===== src/hw/rpcf_pkg.sv =====
package rpcf_pkg;

  // ****************************************************************
  // Register map
  // ****************************************************************
  // Register indices; each register takes one aligned 32-bit word
  localparam logic [7:0] KEY_IDX = 8'h00;
  localparam logic [7:0] FLAGS_IDX = 8'h01;
  localparam logic [7:0] KEY_ADDR = 8'h00;
  localparam logic [7:0] FLAGS_ADDR = 8'h04;
  localparam logic [7:0] IRQ_STAT_ADDR = 8'h08;
  localparam logic [7:0] IRQ_MASK_ADDR = 8'h0C;
  localparam logic [7:0] GPIO_ADDR = 8'h10;

  // ****************************************************************
  // Field values and positions
  // ****************************************************************
  localparam logic [7:0] KEY_GPIO = 8'hD0;
  localparam logic [7:0] KEY_RESET = 8'h00;
  localparam int FLAG_W = 6;
  localparam int POWER_ON_BIT = 0;
  localparam int INDEP_WDOG_BIT = 1;
  localparam int BAD_OPCODE_BIT = 2;
  localparam int DEBUG_LINK_BIT = 3;
  localparam int WIN_WDOG_BIT = 4;
  localparam int BROWNOUT_BIT = 5;
  localparam logic [5:0] FLAGS_RESET = 6'h01;
  localparam logic [5:0] IRQ_RESET = 6'h00;
  localparam logic [5:0] MASK_RESET = 6'h00;
  localparam logic GPIO_RESET = 1'b0;

  // ****************************************************************
  // Timing
  // ****************************************************************
  localparam int CLK_PERIOD_NS = 40;
  localparam int PULSE_TIME_NS = 20000;
  // Least time: round up to whole cycles
  localparam int PULSE_CYCLES = (PULSE_TIME_NS + CLK_PERIOD_NS - 1) / CLK_PERIOD_NS;
  localparam int PULSE_CNT_W = 9;
  localparam logic [8:0] PULSE_LOAD = 9'(PULSE_CYCLES);
  localparam logic [2:0] HOLDOFF_LOAD = 3'h4;

endpackage


===== src/hw/rpcf_sync3.sv =====
module rpcf_sync3
  #(parameter logic RESET_VAL = 1'b1)
  (
  input wire logic hclk,
  input wire logic hresetn,
  input wire logic d,
  output logic q
  );

  logic s1_r;
  logic s2_r;
  logic s3_r;

  // ****************************************************************
  // Three stages; the output moves only when stages two and three agree
  // ****************************************************************
  always_ff @(posedge hclk or negedge hresetn)
  begin
    if (!hresetn)
    begin
      s1_r <= RESET_VAL;
      s2_r <= RESET_VAL;
      s3_r <= RESET_VAL;
    end
    else
    begin
      s1_r <= d;
      s2_r <= s1_r;
      s3_r <= s2_r;
    end
  end

  always_ff @(posedge hclk or negedge hresetn)
  begin
    if (!hresetn)
      q <= RESET_VAL;
    else if (s2_r == s3_r)
      q <= s3_r;
  end

endmodule


===== src/hw/rpcf_top.sv =====
// Notes on behaviour
// - key 0xD0 makes pin push-pull output
// - key accepts one write after reset
// - any other key value stored as 0x00
// - key register index 0x00, resets 0x00
// - six cause flags at index 0x01
// - writing one clears a flag
// - power-on leaves status reading 0x01
// - bad opcode reset sets bit 2
// - power-on clears all flags but power-on
// - output mode ignores external pin reset
// - internal reset drives pin low 20 us in reset mode
module rpcf_top
  import rpcf_pkg::*;
  (
  input wire logic hclk,
  input wire logic hresetn,
  input wire logic hsel,
  input wire logic [31:0] haddr,
  input wire logic [1:0] htrans,
  input wire logic hwrite,
  input wire logic [2:0] hsize,
  input wire logic [31:0] hwdata,
  input wire logic hready,
  output logic hreadyout,
  output logic hresp,
  output logic [31:0] hrdata,
  input wire logic brownout_req,
  input wire logic window_watchdog_req,
  input wire logic debug_link_req,
  input wire logic bad_opcode_req,
  input wire logic independent_watchdog_req,
  input wire logic external_reset_pin_in,
  output logic external_reset_pin_out,
  output logic external_reset_pin_oe,
  output logic ext_reset_req,
  output logic reset_pulse,
  output logic irq
  );

  logic rd_pend_r, wr_pend_r, key_written_r, port_a_bit_one_r;
  logic pin_out_r, pin_oe_r, ext_req_r, pulse_r;
  logic pin_level, addr_take, wr_now, rd_now, gpio_mode, internal_req;
  logic [7:0] dp_addr_r, pin_function_key_r;
  logic [31:0] hrdata_r, rd_mux;
  logic [5:0] flags_r, flags_nxt, irq_stat_r, irq_stat_nxt, irq_mask_r;
  logic [5:0] set_vec, clr_vec, rdclr_vec;
  logic [8:0] pulse_cnt_r;
  logic [2:0] holdoff_r;
  logic [9:0] drive_len_r;

  // ****************************************************************
  // AHB-Lite slave: writes zero-wait, reads with one wait state
  // ****************************************************************
  // The read wait state lets a write just before a read land first
  assign addr_take = hsel && htrans[1] && hready;
  assign wr_now = wr_pend_r;
  assign rd_now = rd_pend_r;
  assign hreadyout = !rd_pend_r;
  assign hresp = 1'b0;
  assign hrdata = hrdata_r;

  always_ff @(posedge hclk or negedge hresetn)
  begin
    if (!hresetn)
    begin
      rd_pend_r <= 1'b0;
      wr_pend_r <= 1'b0;
      dp_addr_r <= 8'h00;
    end
    else
    begin
      if (addr_take)
      begin
        rd_pend_r <= !hwrite;
        wr_pend_r <= hwrite;
        dp_addr_r <= haddr[7:0];
      end
      else
      begin
        rd_pend_r <= 1'b0;
        wr_pend_r <= 1'b0;
      end
    end
  end

  // Only low address bits decode; the map aliases across the slot
  always_comb
  begin
    rd_mux = 32'h00000000;
    unique case (dp_addr_r)
      KEY_ADDR: rd_mux[7:0] = pin_function_key_r;
      FLAGS_ADDR: rd_mux[5:0] = flags_r;
      IRQ_STAT_ADDR: rd_mux[5:0] = irq_stat_r;
      IRQ_MASK_ADDR: rd_mux[5:0] = irq_mask_r;
      GPIO_ADDR: rd_mux[0] = port_a_bit_one_r;
      default: rd_mux = 32'h00000000;
    endcase
  end

  always_ff @(posedge hclk or negedge hresetn)
  begin
    if (!hresetn)
      hrdata_r <= 32'h00000000;
    else if (rd_now)
      hrdata_r <= rd_mux;
  end

  // ****************************************************************
  // Pin function key, write once
  // ****************************************************************
  always_ff @(posedge hclk or negedge hresetn)
  begin
    if (!hresetn)
    begin
      pin_function_key_r <= KEY_RESET;
      key_written_r <= 1'b0;
    end
    else if (wr_now && dp_addr_r == KEY_ADDR && !key_written_r)
    begin
      key_written_r <= 1'b1;
      pin_function_key_r <= (hwdata[7:0] == KEY_GPIO) ? KEY_GPIO : KEY_RESET;
    end
  end

  assign gpio_mode = (pin_function_key_r == KEY_GPIO);

  always_ff @(posedge hclk or negedge hresetn)
  begin
    if (!hresetn)
      port_a_bit_one_r <= GPIO_RESET;
    else if (wr_now && dp_addr_r == GPIO_ADDR)
      port_a_bit_one_r <= hwdata[0];
  end

  // ****************************************************************
  // Cause flags
  // ****************************************************************
  always_comb
  begin
    set_vec = 6'h00;
    set_vec[BROWNOUT_BIT] = brownout_req;
    set_vec[WIN_WDOG_BIT] = window_watchdog_req;
    set_vec[DEBUG_LINK_BIT] = debug_link_req;
    set_vec[BAD_OPCODE_BIT] = bad_opcode_req;
    set_vec[INDEP_WDOG_BIT] = independent_watchdog_req;
    set_vec[POWER_ON_BIT] = 1'b0;
  end

  assign clr_vec = (wr_now && dp_addr_r == FLAGS_ADDR) ? hwdata[5:0] : 6'h00;
  assign flags_nxt = (flags_r & ~clr_vec) | set_vec;

  // Power-on is hresetn itself; other sources only add flags
  always_ff @(posedge hclk or negedge hresetn)
  begin
    if (!hresetn)
      flags_r <= FLAGS_RESET;
    else
      flags_r <= flags_nxt;
  end

  // ****************************************************************
  // Interrupt status, mask and output
  // ****************************************************************
  assign rdclr_vec = (rd_now && dp_addr_r == IRQ_STAT_ADDR) ? irq_stat_r : 6'h00;
  assign irq_stat_nxt = (irq_stat_r & ~rdclr_vec) | set_vec;

  always_ff @(posedge hclk or negedge hresetn)
  begin
    if (!hresetn)
      irq_stat_r <= IRQ_RESET;
    else
      irq_stat_r <= irq_stat_nxt;
  end

  always_ff @(posedge hclk or negedge hresetn)
  begin
    if (!hresetn)
      irq_mask_r <= MASK_RESET;
    else if (wr_now && dp_addr_r == IRQ_MASK_ADDR)
      irq_mask_r <= hwdata[5:0];
  end

  assign irq = |(irq_stat_r & irq_mask_r);

  // ****************************************************************
  // Reset pulse generator and pin drive
  // ****************************************************************
  assign internal_req = |set_vec;

  // A new request restarts the full stretch
  always_ff @(posedge hclk or negedge hresetn)
  begin
    if (!hresetn)
      pulse_cnt_r <= '0;
    else if (internal_req)
      pulse_cnt_r <= PULSE_LOAD;
    else if (pulse_cnt_r != '0)
      pulse_cnt_r <= pulse_cnt_r - 9'h001;
  end

  // Output mode is push-pull; reset mode only pulls low, never high
  always_ff @(posedge hclk or negedge hresetn)
  begin
    if (!hresetn)
    begin
      pin_oe_r <= 1'b0;
      pin_out_r <= 1'b0;
      pulse_r <= 1'b0;
    end
    else
    begin
      pulse_r <= (pulse_cnt_r != '0);
      if (gpio_mode)
      begin
        pin_oe_r <= 1'b1;
        pin_out_r <= port_a_bit_one_r;
      end
      else
      begin
        pin_oe_r <= (pulse_cnt_r != '0);
        pin_out_r <= 1'b0;
      end
    end
  end

  assign external_reset_pin_out = pin_out_r;
  assign external_reset_pin_oe = pin_oe_r;
  assign reset_pulse = pulse_r;

  // ****************************************************************
  // External reset detection
  // ****************************************************************
  rpcf_sync3 #(.RESET_VAL(1'b1)) u_pin_sync
  (
    .hclk(hclk),
    .hresetn(hresetn),
    .d(external_reset_pin_in),
    .q(pin_level)
  );

  // Our own low drive echoes back through the synchroniser; hold off
  always_ff @(posedge hclk or negedge hresetn)
  begin
    if (!hresetn)
      holdoff_r <= '0;
    else if (pin_oe_r && !gpio_mode)
      holdoff_r <= HOLDOFF_LOAD;
    else if (holdoff_r != '0)
      holdoff_r <= holdoff_r - 3'h1;
  end

  always_ff @(posedge hclk or negedge hresetn)
  begin
    if (!hresetn)
      ext_req_r <= 1'b0;
    else
      ext_req_r <= !gpio_mode && !pin_level && !pin_oe_r && holdoff_r == '0;
  end

  assign ext_reset_req = ext_req_r;

  // ****************************************************************
  // Checks
  // ****************************************************************
  always_ff @(posedge hclk or negedge hresetn)
  begin
    if (!hresetn)
      drive_len_r <= '0;
    else if (pulse_r)
      drive_len_r <= (drive_len_r == 10'h3FF) ? drive_len_r : drive_len_r + 10'h001;
    else
      drive_len_r <= '0;
  end

  property p_key_legal;
    @(posedge hclk) disable iff (!hresetn)
    pin_function_key_r == KEY_GPIO || pin_function_key_r == KEY_RESET;
  endproperty
  a_key_legal: assert property (p_key_legal) else $error("key holds illegal value");

  property p_key_once;
    @(posedge hclk) disable iff (!hresetn)
    key_written_r |=> $stable(pin_function_key_r) && key_written_r;
  endproperty
  a_key_once: assert property (p_key_once) else $error("key changed after first write");

  property p_gpio_drive;
    @(posedge hclk) disable iff (!hresetn)
    gpio_mode |=> ##1 (external_reset_pin_oe && external_reset_pin_out == $past(port_a_bit_one_r));
  endproperty
  a_gpio_drive: assert property (p_gpio_drive) else $error("output mode not driving pin");
  // At the falling edge the counter still holds the length of the stretch, saturated at 0x3FF
  property p_pulse_min;
    @(posedge hclk) disable iff (!hresetn)
    $fell(pulse_r) |-> drive_len_r >= 10'(PULSE_CYCLES);
  endproperty
  a_pulse_min: assert property (p_pulse_min) else $error("reset pulse too short");
  property p_pulse_low;
    @(posedge hclk) disable iff (!hresetn)
    (internal_req && !gpio_mode) ##1 !gpio_mode |=> external_reset_pin_oe && !external_reset_pin_out;
  endproperty
  a_pulse_low: assert property (p_pulse_low) else $error("pin not pulled low on request");

  property p_no_ext;
    @(posedge hclk) disable iff (!hresetn)
    gpio_mode |=> !ext_reset_req;
  endproperty
  a_no_ext: assert property (p_no_ext) else $error("external reset seen in output mode");

  property p_set_wins;
    @(posedge hclk) disable iff (!hresetn)
    bad_opcode_req |=> flags_r[BAD_OPCODE_BIT];
  endproperty
  a_set_wins: assert property (p_set_wins) else $error("bad opcode flag not set");

  property p_zero_keeps;
    @(posedge hclk) disable iff (!hresetn)
    (wr_now && dp_addr_r == FLAGS_ADDR && !hwdata[WIN_WDOG_BIT] && flags_r[WIN_WDOG_BIT])
      |=> flags_r[WIN_WDOG_BIT];
  endproperty
  a_zero_keeps: assert property (p_zero_keeps) else $error("zero write cleared a flag");

  property p_one_clears;
    @(posedge hclk) disable iff (!hresetn)
    (wr_now && dp_addr_r == FLAGS_ADDR && hwdata[POWER_ON_BIT]) |=> !flags_r[POWER_ON_BIT];
  endproperty
  a_one_clears: assert property (p_one_clears) else $error("one write did not clear flag");

  property p_read_quiet;
    @(posedge hclk) disable iff (!hresetn)
    (rd_now && dp_addr_r == FLAGS_ADDR && set_vec == 6'h00) |=> $stable(flags_r);
  endproperty
  a_read_quiet: assert property (p_read_quiet) else $error("flag read changed flags");

endmodule


===== config.mk =====
export PLATFORM = sky130hd
export DESIGN_NAME = rpcf_top
export DESIGN_NICKNAME = d
export VERILOG_FILES = /design/src/hw/rpcf_pkg.sv /design/src/hw/rpcf_sync3.sv /design/src/hw/rpcf_top.sv
export SDC_FILE = /design/constraint.sdc
export NUM_CORES = 1
export LEC_CHECK = 0
export BUFFER_PORTS_ARGS = -buffer_cell sky130_fd_sc_hd__buf_2
export CORE_MARGIN = 1.5
export CORE_UTILIZATION = 25
export DETAILED_ROUTE_END_ITERATION = 12
export GPL_TIMING_DRIVEN = 0
export HOLD_SLACK_MARGIN = 0.12
export PLACE_DENSITY = 0.48
export SYNTH_ARGS = -nofsm -noshare
export SYNTH_HDL_FRONTEND = slang
export SYNTH_SLANG_ARGS = --single-unit
export TNS_END_PERCENT = 1

===== constraint.sdc =====
create_clock -name hclk -period 1.78 [get_ports hclk]
set_clock_uncertainty 0.05 [all_clocks]
set_input_delay 0.089 -clock hclk [delete_from_list [all_inputs] [get_ports hclk]]
set_output_delay 0.089 -clock hclk [all_outputs]
set_load 0.1 [all_outputs]

### Yosys cells after proc, flatten, opt, wreduce, memory -nomap -nowiden

Index checks and enable logic that the tools add are counted.
W data, S select, Z words.

| operators by class | value |
|---|---|
| $lt $le $gt $ge | 0 |
| mux-type cells | 14 |
| reductions and logical operators | 26 |
| div/mod/pow operators | 0 |
| add/sub/neg operators | 2 |
| multipliers | 0 |
| bitwise operators | 7 |
| shift-type cells | 0 |
| equality and inequality tests | 7 |

Operators with widths:

| operator | number |
|---|---|
| $pmux W5 S4 | 1 |
| $and A6 B6 Y6 | 3 |
| $mux W9 | 2 |
| $eq A8 B4 Y1 const B | 2 |
| $eq A8 B8 Y1 const B | 2 |
| $logic_and A1 B1 Y1 | 12 |
| $mux W6 | 2 |
| $not A6 Y6 | 2 |
| $or A6 B6 Y6 | 2 |
| $reduce_bool A9 Y1 | 1 |
| $sub A9 B1 Y9 const B | 1 |
| $eq A8 B3 Y1 const B | 1 |
| $eq A8 B5 Y1 const B | 1 |
| $logic_not A8 Y1 | 1 |
| $mux W8 | 1 |
| $logic_not A1 Y1 | 6 |
| $mux W3 | 2 |
| $reduce_or A6 Y1 | 1 |
| $pmux W1 S5 | 1 |
| $reduce_or A5 Y1 | 1 |
| $mux W1 | 4 |
| $reduce_bool A2 Y1 | 2 |
| $logic_not A3 Y1 | 1 |
| $reduce_bool A3 Y1 | 1 |
| 3 further kinds | 3 |

| word-level totals | value |
|---|---|
| RAM bits | 0 |
| word-level logic and storage cells | 76 |
| bits of input ports | 80 |
| flip-flop bits (word level) | 66 |
| memories kept | 0 |
| memory bits (read-only) | 0 |
| latch bits | 0 |

### Logic depth before layout (Yosys ltp)

Gate-level depths: netlist of run 1.

| depth | value |
|---|---|
| word-level depth | 6 |
| gate-level depth with buffers | 5 |

### Hierarchy

Synthesis of run 1 repeated with hierarchy kept, for this count alone.

| second synthesis, totals | value |
|---|---|
| cell total of the unflattened synthesis | 227 |
| area total of the unflattened synthesis | 2,720.1 sq um |

Modules (own cells, without submodules):

| module | seq. area each (sq um) | cells each | area an instance (sq um) | times used |
|---|---|---|---|---|
| rpcf_top | 1,352.5 | 222 | 2,603.7 | 1 |
| rpcf_sync3 | 105.1 | 5 | 116.4 | 1 |

### Worst setup path before layout of run 1

No wires, ideal clock.

| timing | value |
|---|---|
| path kind | register to register |
| start point | reg pulse_cnt_r[0] |
| end point | reg pin_oe_r (netlist: external_reset_pin_oe) |
| buffers on the path | 0 |
| arrival | 1.502 ns |
| required time | 1.599 ns |
| cell stages (with the launch flop) | 5 |
| slack | 0.097 ns |
| setup time | 0.131 ns |
| path through | dfrtp_1 inv_1 ha_1 or4b_1 or3_1 |

| between the ends | value |
|---|---|
| longest elaborated chain between the ends | 2 |

Ends and longest elaborated chain:

| what | line | text |
|---|---|---|
| from (decl) | rpcf_top.sv:48 | `logic [8:0] pulse_cnt_r;` |
| from (signal assigned) | rpcf_top.sv:199 | `pulse_cnt_r <= pulse_cnt_r - 9'h001;` |
| $reduce_bool A9 Y1 | rpcf_top.sv:221 | `pin_oe_r <= (pulse_cnt_r != '0);` |
| $mux W1 | rpcf_top.sv:214 | `if (gpio_mode)` |
| to (signal assigned) | rpcf_top.sv:221 |  |
| to (decl) | rpcf_top.sv:42 | `logic pin_out_r, pin_oe_r, ext_req_r, pulse_r;` |

Every way passes these cells.
A chain may end at the register's enable or synchronous reset.

### Worst setup path in the final report of run 1

| timing | value |
|---|---|
| start point | reg dp_addr_r[5] |
| end point | reg irq_stat_r[0] |

| between the ends | value |
|---|---|
| longest elaborated chain between the ends | 6 |

Ends and longest elaborated chain:

| what | line | text |
|---|---|---|
| from (decl) | rpcf_top.sv:44 | `logic [7:0] dp_addr_r, pin_function_key_r;` |
| from (signal assigned) | rpcf_top.sv:77 | `dp_addr_r <= haddr[7:0];` |
| $eq A8 B4 Y1 | rpcf_top.sv:165 | `assign rdclr_vec = (rd_now && dp_addr_r == IRQ_STAT_ADDR) ? irq_stat_r : 6'h00;` |
| $logic_and A1 B1 Y1 | rpcf_top.sv:165 |  |
| $mux W6 | rpcf_top.sv:165 |  |
| $not A6 Y6 | rpcf_top.sv:166 | `assign irq_stat_nxt = (irq_stat_r & ~rdclr_vec) \| set_vec;` |
| $and A6 B6 Y6 | rpcf_top.sv:166 |  |
| $or A6 B6 Y6 | rpcf_top.sv:166 |  |
| via irq_stat_nxt[0] | rpcf_top.sv:46 | `logic [5:0] flags_r, flags_nxt, irq_stat_r, irq_stat_nxt, irq_mask_r;` |
| to (signal assigned) | rpcf_top.sv:173 | `irq_stat_r <= irq_stat_nxt;` |
| to (decl) | rpcf_top.sv:46 |  |

The timed path passes the listed nets, and every way through them passes these cells.

==> flow_summary.yaml, run 1 <==
worst_setup_path:
  critPathCaptureType: "register"
  cp.depth: 3
  critPathSlowestCell: "nor4_4"
  required_ns: 1.96
  r2r_start: "dp_addr_r[5]$_DFFE_PN0N_"
  crit_end: "irq_stat_r[0]$_DFF_PN0_"
  critPathBufInv: 0
  cp_cell_sequence: "nor4_4, nand4_1, and2_1"
  start_kind: "register"
  crit_path_start: "dp_addr_r[5]$_DFFE_PN0N_"
  timing.rr.end: "irq_stat_r[0]$_DFF_PN0_"
  worst-r2r-cell-count: 3
  path_max_fanout: 7
  cp_slowest_stage_delay_ns: 0.47
  cp.arrival_ns: 1.89
  path_class: "reg2reg"
  r2r_setup_slack_ns: 0.06
  cp_top_family: "simple AND/OR/NAND/NOR gates"
cells_and_area:
  final_area_um2: 3677
  final_cells: 480
  num_antenna_cells: 0
  fillCellCount: 1129
  layout-area-overhead-vs-synth_pct: 32.09
  drive_above_1_share: 0.3647
  register_area_um2: 1458
  multi_input_area_um2: 1176
  fin_nets: 419
min_path:
  min_path_cells: 4
  hold_path.class: "in2reg"
  worstHoldStart: "hwdata[7]"
detailed_routing:
  drcViolationCount: 0
  ant_nets: 0
  vias_per_cell: 4.300
  drt-initial-drc-count: 59
  firstDrtPassIters: 4
  finalWirelength_um: 6260
  vias: 2064
  wl_per_cell_um: 13.04
sta:
  period_minus_slack_ns: 1.717
  whs_ns: 0.2231
  max_freq_mhz: 582.3
  grt_setup_unrepaired: "yes"
  finalHoldViolations: 0
  fin_ws_ns: 0.06265
  worstMarginPinSlew_ns: 0.7315
  period_share: 0.9648
  slew_headroom: 0.5123
  setup_viol: 0
  finalMaxSlewViolations: 0
synthesis:
  synth_ff_type: "dfrtp_1"
  syn_inst: 240
  synth_cell_types: 51
  synth.area.top_cells: "dfrtp_1 (48%), mux2_2 (8.5%), buf_4 (7.0%), dfstp_2 (4.7%), a22oi_1 (2.2%)"
  synth_most_common_cell: "dfrtp_1"
  synth_seq_area_share: 0.5236
  synth_top_area_share: 0.4764
  ys_seq_elements: 58
  syn_area_per_cell_um2: 11.60
  synth_edf_count: 0
  synth_warnings: 0
  syn-cell-area_um2: 2784
  yosys-top-cells-count: "dfrtp_1 (53), buf_4 (26), mux2_2 (21)"
  synth_top_area_cell: "dfrtp_1"
  synthArstFlopShare: 1.000
floorplan:
  initial_core_util: 0.2568
  coreArea_um2: 10840
  io_pins: 119
  dieArea_um2: 11780
  fp.dieH_um: 108.5
  fp.dieW_um: 108.5
  row_count: 38
placed_design:
  gp_congestion: 0.7375
  placed_area_um2: 3249
  dp_hpwl_um: 4285
  portBuffers: 40
  place_inst: 444
  dp_slack_ns: -0.03505
global_routing:
  antenna_found_initial: 0
  grt_pass1_wl_um: 10320
  first_global_vias: 1999
  grt_max_degree: 59
  track_usage: 0.1165
  gr-total-overflow: 0
power:
  ir_drop_v: 0.0003560
  p_int_mw: 2.158
  design_power_total_mw: 3.169
  leakage_nw: 1.630
  switching_share: 0.3189
  power_frac_comb: 0.204
  p_clk_frac: 0.341
  seqPwrFrac: 0.455
  p_sw_mw: 1.011
  power-per-cell-area_nw_per_um2: 861.7
clocking:
  clkTransAtPathRegs_ns: 0.06
  tritoncts: "built"
  cts_num_sinks: 58
  cts_made_buffers: 9
  h-tree-depth: 3
  clk_latency_ns: 0.34
  clockBufferDepth: 2
  cts_root_buf: "clkbuf_8"
run:
  drv_cap: 0
outcome:
  status: "finished, final reports clean"
## routing by layer
layer / wire length, µm / up-vias / global-route usage
li1: - / 1010 / -
met3: 348 / 7 / 0.04641
met5: 0 / - / 0
met4: 78 / 0 / 0.03853
met2: 2926 / 51 / 0.1806
met1: 2907 / 996 / 0.1475
## repair_timing
item,4_1_cts,5_1_grt
endpoints found under the setup margin,8,18
setup buffers,0,0
gates cloned,0,0
pin swaps,0,3
hold buffers,22,0
endpoints found under the hold margin,82,0
resized for setup,2,5
## power groups by stage
stage                     sequential, mW  combinational [mW]  clock [mW]
after floorplan                     1.49               0.455           0
after global placement              1.46               0.605           0
after detailed placement            1.46               0.606           0
after CTS                           1.44               0.646        1.12
after global routing                1.45               0.687        1.17
final                               1.44               0.646        1.08
## per-stage QoR
step,TNS (ns),utilization
after floorplan,0,-
after global routing,-0.2520,0.3392
final,0,0.3392
after detailed placement,-0.1996,0.2997
after CTS,-0.03220,0.3365
after global placement,-0.1760,0.2997
## flip-flops by register name (all words and copies together) (netlist names), 3 cells and up
register and cells:
dp_addr_r 8, flags_r 6, holdoff_r 3, hrdata 7, irq_mask_r 6, irq_stat_r 6
pulse_cnt_r 9
## layout make-up
cell class / instances / area share
multi-input combinational: 159 / 0.3198
inverter: 15 / 0.01531
timing repair buffer: 62 / 0.1150
tap: 140 / 0.04764
clock inverter: 3 / 0.004083
buffer: 31 / 0.05954
clock buffer: 12 / 0.04219
sequential: 58 / 0.3964
## logic make-up after synthesis
group	after synthesis	synth area share
AND/OR/NAND/NOR	61	0.1384
flip-flops	58	0.5236
buffers and inverters	47	0.1002
AO/OA/AOI/OAI	44	0.1160
multiplexers	24	0.1002
adder cells (fa/ha/maj)	4	0.01708
other	1	0.001347
XOR/XNOR	1	0.003147
## cells in the final DEF, fill, tap and decap left out, types with 3 or more instances in the layout
cell           instances
a21o_1                 6
nand2_1                4
nor2_1                12
clkinv_2               3
or4_1                  3
dfstp_2                5
a31oi_1                5
mux2_2                21
o21ai_0                4
nor2b_1                5
a21oi_1                3
a22oi_1                8
inv_1                 15
clkbuf_8              11
a211oi_1               3
buf_2                 42
nor3_1                 5
dlygate4sd3_1         22
conb_1                25
buf_4                 27
o211ai_1               4
o2bb2ai_1              5
nand3_1                5
dfrtp_1               53
## worst min path at each step
stage | end
floorplan | dp_addr_r[0]$_DFFE_PN0N_
global placement | u_pin_sync.s1_r$_DFF_PN1_
detailed placement | u_pin_sync.s1_r$_DFF_PN1_
CTS | pin_function_key_r[6]$_DFFE_PN0P_
global route | pin_function_key_r[6]$_DFFE_PN0P_
finish | pin_function_key_r[6]$_DFFE_PN0P_
## worst reg2reg max path, cell delays in order (launching register included)
cell and delay (ns):
dfrtp_1 0.41, nor4_4 0.47, nand4_1 0.39, and2_1 0.29
No activity file was read; power rests on OpenSTA's default activity.
==> run 2: changes to the inputs <==
PLACE_DENSITY = 0.46   (was 0.48)
clock period = 1.9 ns   (was 1.78 ns; I/O delays follow)
==> run 2 against run 1 <==
Compared with the run above:
- worst hold slack lost 0.013 ns
- first-iteration DRC count grew 22%
- combinational power shrank 6.8%
- routed wire length shrank 2.0%
- global-route usage shrank 0.10 points
- critical endpoint is now pin_function_key_r[6]$_DFFE_PN0P_
- largest power group unchanged
==> flow_summary.yaml, run 2 (synthesis gave the netlist of run 1 again) <==
detailed_routing:
  vias: 2062
  finalWirelength_um: 6133
  ant_nets: 0
  firstDrtPassIters: 4
  wl_per_cell_um: 12.72
  vias_per_cell: 4.278
  drcViolationCount: 0
  drt-initial-drc-count: 72
power:
  power_frac_comb: 0.188
  seqPwrFrac: 0.420
  power-per-cell-area_nw_per_um2: 864.4
  p_int_mw: 2.223
  ir_drop_v: 0.0003284
  p_clk_frac: 0.392
  switching_share: 0.3057
  leakage_nw: 1.641
  design_power_total_mw: 3.201
  p_sw_mw: 0.9786
clocking:
  clockBufferDepth: 2
  cts_made_buffers: 9
  clk_latency_ns: 0.34
  clkTransAtPathRegs_ns: 0.07
  h-tree-depth: 3
  cts_num_sinks: 58
  cts_root_buf: "clkbuf_8"
  tritoncts: "built"
sta:
  slew_headroom: 0.5008
  setup_viol: 0
  finalHoldViolations: 0
  finalMaxSlewViolations: 0
  period_share: 0.9494
  max_freq_mhz: 554.4
  grt_setup_unrepaired: "yes"
  worstMarginPinSlew_ns: 0.7487
  period_minus_slack_ns: 1.804
floorplan:
  io_pins: 119
  coreArea_um2: 10840
  row_count: 38
  fp.dieW_um: 108.5
  fp.dieH_um: 108.5
  dieArea_um2: 11780
  initial_core_util: 0.2568
global_routing:
  gr-total-overflow: 0
  first_global_vias: 1990
  grt_pass1_wl_um: 10250
  grt_max_degree: 59
  track_usage: 0.1155
  antenna_found_initial: 0
worst_setup_path:
  cp_cell_sequence: "dlygate4sd3_1, buf_2, or4b_2, nor4_1, mux2_2"
  required_ns: 2.13
  path_max_fanout: 4
  critPathCaptureType: "register"
  cp_slowest_stage_delay_ns: 0.68
  cp_top_family: "simple AND/OR/NAND/NOR gates"
  cp.arrival_ns: 2.03
  start_kind: "primary input"
  path_class: "in2reg"
  critPathSlowestCell: "or4b_2"
  critPathBufInv: 2
cells_and_area:
  regMostFlops: "pulse_cnt_r"
  fin_nets: 420
  final_cell_mix: "dfrtp_1 (53), buf_2 (42), buf_4 (27)"
  num_antenna_cells: 0
  final_common_cell: "dfrtp_1"
  final_cells: 482
  drive_above_1_share: 0.3626
  largest_register_ff_count: 9
  fillCellCount: 1133
  layout-area-overhead-vs-synth_pct: 33.03
  final_area_um2: 3704
  final_core_util: 0.3416
min_path:
  hold_path.class: "in2reg"
placed_design:
  dp_hpwl_um: 4328
  placed_area_um2: 3249
  portBuffers: 40
  gp_congestion: 0.7510
  place_inst: 444
outcome:
  status: "finished, final reports clean"
run:
  drv_cap: 0
## run 2: changes by cell type in the layout (fill, tap and decap cells not counted), sizes merged
cell      delta
bufinv       +2
clkbuf       -2
clkinvlp     +2
## run 2: layout make-up
| type | count | area, µm² | share of cell area |
|---|---|---|---|
| inverter | 15 | 56.30 | 0.01520 |
| clock inverter | 7 | 93.84 | 0.02534 |
| multi-input combinational | 159 | 1151 | 0.3108 |
| sequential | 58 | 1458 | 0.3936 |
| timing repair buffer | 62 | 422.9 | 0.1142 |
| tap | 140 | 175.2 | 0.04730 |
| clock buffer | 9 | 123.9 | 0.03345 |
| buffer | 32 | 222.7 | 0.06014 |
## run 2: repair_timing
action | CTS | global route
setup buffers | 0 | 0
hold buffers | 22 | 0
hold endpoints to repair | 82 | 0
resized for setup | 0 | 3
setup endpoints to repair | 0 | 8
## run 2: layer usage
metal	share of wire	GRT usage	vias to the layer above	routed length, µm
met1	0.47	0.1467	989	2871
met3	0.056	0.04159	6	346
met4	0.012	0.03853	0	72
met2	0.46	0.1815	59	2843
met5	0	0	-	0
li1	-	-	1008	-
## run 2: final timing paths
kind                                       startpoint  slack [ns]                           endpoint  depth (start not counted)
setup / recovery                            hwdata[0]         0.1  pin_function_key_r[6]$_DFFE_PN0P_                          5
hold / removal                              hwdata[7]        0.21  pin_function_key_r[6]$_DFFE_PN0P_                          4
setup reg to reg           pulse_cnt_r[0]$_DFFE_PN0P_        0.13    external_reset_pin_oe$_DFF_PN0_                          4
hold reg to reg             u_pin_sync.s1_r$_DFF_PN1_        0.31          u_pin_sync.s2_r$_DFF_PN1_                          0
max in group asynchronous                     hresetn        0.98           dp_addr_r[1]$_DFFE_PN0N_                          2
min in group asynchronous                     hresetn        0.31            ext_reset_req$_DFF_PN0_                          2
## run 2: through the flow
| stage | setup TNS, ns | hold slack, ns | setup slack [ns] |
|---|---|---|---|
| final | 0 | 0.2103 | 0.09611 |
| after global routing | -0.02820 | 0.1970 | -0.01291 |
| after CTS | 0 | 0.1946 | 0.08333 |
| after detailed placement | 0 | 0.1555 | 0.09490 |
| after global placement | 0 | 0.1551 | 0.09966 |
| after floorplan | 0 | -0.2506 | 0.2169 |
## run 2: power by group through the flow
stage | Combinational (mW) | Clock [mW] | Sequential, mW
CTS | 0.604 | 1.29 | 1.34
detailed placement | 0.569 | 0 | 1.37
floorplan | 0.426 | 0 | 1.40
finish | 0.602 | 1.25 | 1.35
global route | 0.643 | 1.35 | 1.35
global placement | 0.569 | 0 | 1.37
## run 2: worst min-delay path, delay by kind of cell
family	cells	cell delay (ns)
buf+inv	1	0.09
mux	1	0.25
simple gates	2	0.11
==> run 3: changes to the inputs <==
ABC_AREA = 1   (was default)
PLACE_DENSITY = 0.49   (was 0.46)
RECOVER_POWER = 100   (was default)
==> run 3 against run 2 <==
Compared with the run above:
- critical endpoint is now irq
- routed wire length up 5.0%
- synthesized area is 2.8% higher
- sequential power barely moved
- die area up 2.8%
- sequential share of layout area shrank 1.3 points
- register-to-register slack gained 0.10 ns
==> flow_summary.yaml, run 3 <==
cells_and_area:
  regMostFlops: "pulse_cnt_r"
  final_common_cell: "nand2_1"
  final_area_um2: 3830
  num_antenna_cells: 0
  drive_above_1_share: 0.2409
  final_cell_mix: "nand2_1 (67), dfrtp_1 (53), inv_1 (49)"
  largest_register_ff_count: 9
  final_cells: 580
  fin_nets: 518
  final_core_util: 0.3487
  layout-area-overhead-vs-synth_pct: 33.78
power:
  ir_drop_v: 0.0004474
  design_power_total_mw: 3.581
  leakage_nw: 1.970
  power-per-cell-area_nw_per_um2: 935.0
sta:
  finalHoldViolations: 0
  slew_headroom: 0.2218
  setup_viol: 0
  grt_setup_unrepaired: "no"
  worstMarginPinSlew_ns: 1.172
  fin_ws_ns: 0.2121
  fin_tns_setup_ns: 0
  period_share: 0.8884
  period_minus_slack_ns: 1.688
  finalMaxSlewViolations: 0
  max_freq_mhz: 592.4
  whs_ns: 0.1241
global_routing:
  antenna_found_initial: 0
  first_global_vias: 2344
  grt_max_degree: 59
  track_usage: 0.1196
  gr-total-overflow: 0
  grt_pass1_wl_um: 10960
worst_setup_path:
  timing.rr.end: "pulse_cnt_r[5]$_DFFE_PN0P_"
  path_class: "reg2out"
  r2r_setup_slack_ns: 0.23
  start_kind: "register"
  crit_end: "irq"
  critPathCaptureType: "output pin"
  r2r_start: "pulse_cnt_r[0]$_DFFE_PN0P_"
  path_max_fanout: 2
  worst-r2r-cell-count: 9
  cp.arrival_ns: 1.54
  required_ns: 1.75
  crit_path_start: "irq_mask_r[2]$_DFFE_PN0P_"
clocking:
  clk_latency_ns: 0.32
  post_cts_buffers: 0
  cts_root_buf: "clkbuf_16"
  cts_made_buffers: 9
  cts_num_sinks: 58
  tritoncts: "built"
  clockBufferDepth: 2
  clkTransAtPathRegs_ns: 0.05
  h-tree-depth: 3
floorplan:
  fp.dieH_um: 110.0
  row_count: 38
  coreArea_um2: 10980
  io_pins: 119
  initial_core_util: 0.2607
  dieArea_um2: 12100
  fp.dieW_um: 110.0
synthesis:
  synth_edf_count: 0
  synth_cell_types: 31
  syn_inst: 337
  syn-cell-area_um2: 2863
  synth_most_common_cell: "nand2_1"
  syn_area_per_cell_um2: 8.495
  synth_seq_area_share: 0.5092
  synth_ff_type: "dfrtp_1"
  synthArstFlopShare: 1.000
  synth_top_area_cell: "dfrtp_1"
  synth_warnings: 0
  synth_top_area_share: 0.4633
  synth.area.top_cells: "dfrtp_1 (46%), nand2_1 (8.7%), buf_4 (7.1%), nand3_1 (6.6%), inv_1 (6.4%)"
  yosys-top-cells-count: "nand2_1 (66), dfrtp_1 (53), inv_1 (49)"
  ys_seq_elements: 58
detailed_routing:
  ant_nets: 0
  finalWirelength_um: 6440
  firstDrtPassIters: 5
  vias: 2350
  wl_per_cell_um: 11.10
  drt-initial-drc-count: 91
  vias_per_cell: 4.052
  drcViolationCount: 0
placed_design:
  placed_area_um2: 3339
  gp_congestion: 0.7893
  dp_slack_ns: 0.3260
  dp_hpwl_um: 4681
  portBuffers: 41
  place_inst: 542
min_path:
  hold_path.class: "in2reg"
  min_path_cells: 5
run:
  drv_cap: 0
outcome:
  status: "finished, final reports clean"
-- run 3: changes by cell type after synthesis, moves of 6 or more --
cell / before / now
nand2_1: 4 / 66
inv_1: 15 / 49
nand3_1: 6 / 38
mux2_2: 21 / 1
o21ai_0: 4 / 19
nor2_1: 13 / 25
a22oi_1: 8 / 0
a21o_1: 6 / 0
a21oi_1: 3 / 9
inv_2: 0 / 6
-- run 3: where the power goes --
group          leakage, nW  internal [mW]  switching [mW]
Clock                0.139           1.01           0.563
Sequential           0.618           1.32          0.0394
Combinational         1.21          0.185           0.461
-- run 3: cells by family (layout without fill, tap and decap cells) --
family	Yosys count	in the layout	synth area share
other cells	1	25	0.001310
buf+inv	86	165	0.1543
flops	58	58	0.5092
simple gates	151	151	0.2452
mux	1	1	0.003933
xor+xnor	3	3	0.009180
compound gates	33	33	0.06031
fa+ha+maj	4	4	0.01661
-- run 3: layout make-up --
cell class / instances / area, µm²
Fill cell: 1156 / 7153
Sequential cell: 58 / 1458
Multi-Input combinational cell: 217 / 1035
Timing Repair Buffer: 63 / 425.4
Buffer: 31 / 234.0
Clock buffer: 10 / 229.0
Inverter: 55 / 206.4
Tap cell: 140 / 175.2
Clock inverter: 6 / 67.56
-- run 3: timing repair --
action / 4_1_cts / 5_1_grt
endpoints found under the hold margin: 83 / 0
hold buffers: 22 / 0
gates resized for setup: 0 / 0
-- run 3: worst min path at each step --
stage | from | to | slack [ns]
finish | hwdata[7] | pin_function_key_r[6]$_DFFE_PN0P_ | 0.12
global route | hwdata[7] | pin_function_key_r[6]$_DFFE_PN0P_ | 0.18
CTS | hwdata[7] | pin_function_key_r[6]$_DFFE_PN0P_ | 0.13
detailed placement | external_reset_pin_in | u_pin_sync.s1_r$_DFF_PN1_ | 0.16
global placement | external_reset_pin_in | u_pin_sync.s1_r$_DFF_PN1_ | 0.16
floorplan | hresetn | dp_addr_r[0]$_DFFE_PN0N_ | -0.25
-- run 3: critical path: stages (launching register included) --
cell and delay (ns):
dfrtp_1 0.34, inv_1 0.06, o22ai_1 0.20, nor2_1 0.08
o221ai_2 0.06, clkbuf_2 0.48
-- run 3: routing by layer --
| layer | GRT usage | share of wire | up-vias |
|---|---|---|---|
| met5 | 0 | 0 | - |
| met4 | 0.05288 | 0.0075 | 0 |
| met3 | 0.02234 | 0.035 | 7 |
| met2 | 0.1943 | 0.46 | 49 |
| met1 | 0.1548 | 0.50 | 1091 |
| li1 | - | - | 1203 |
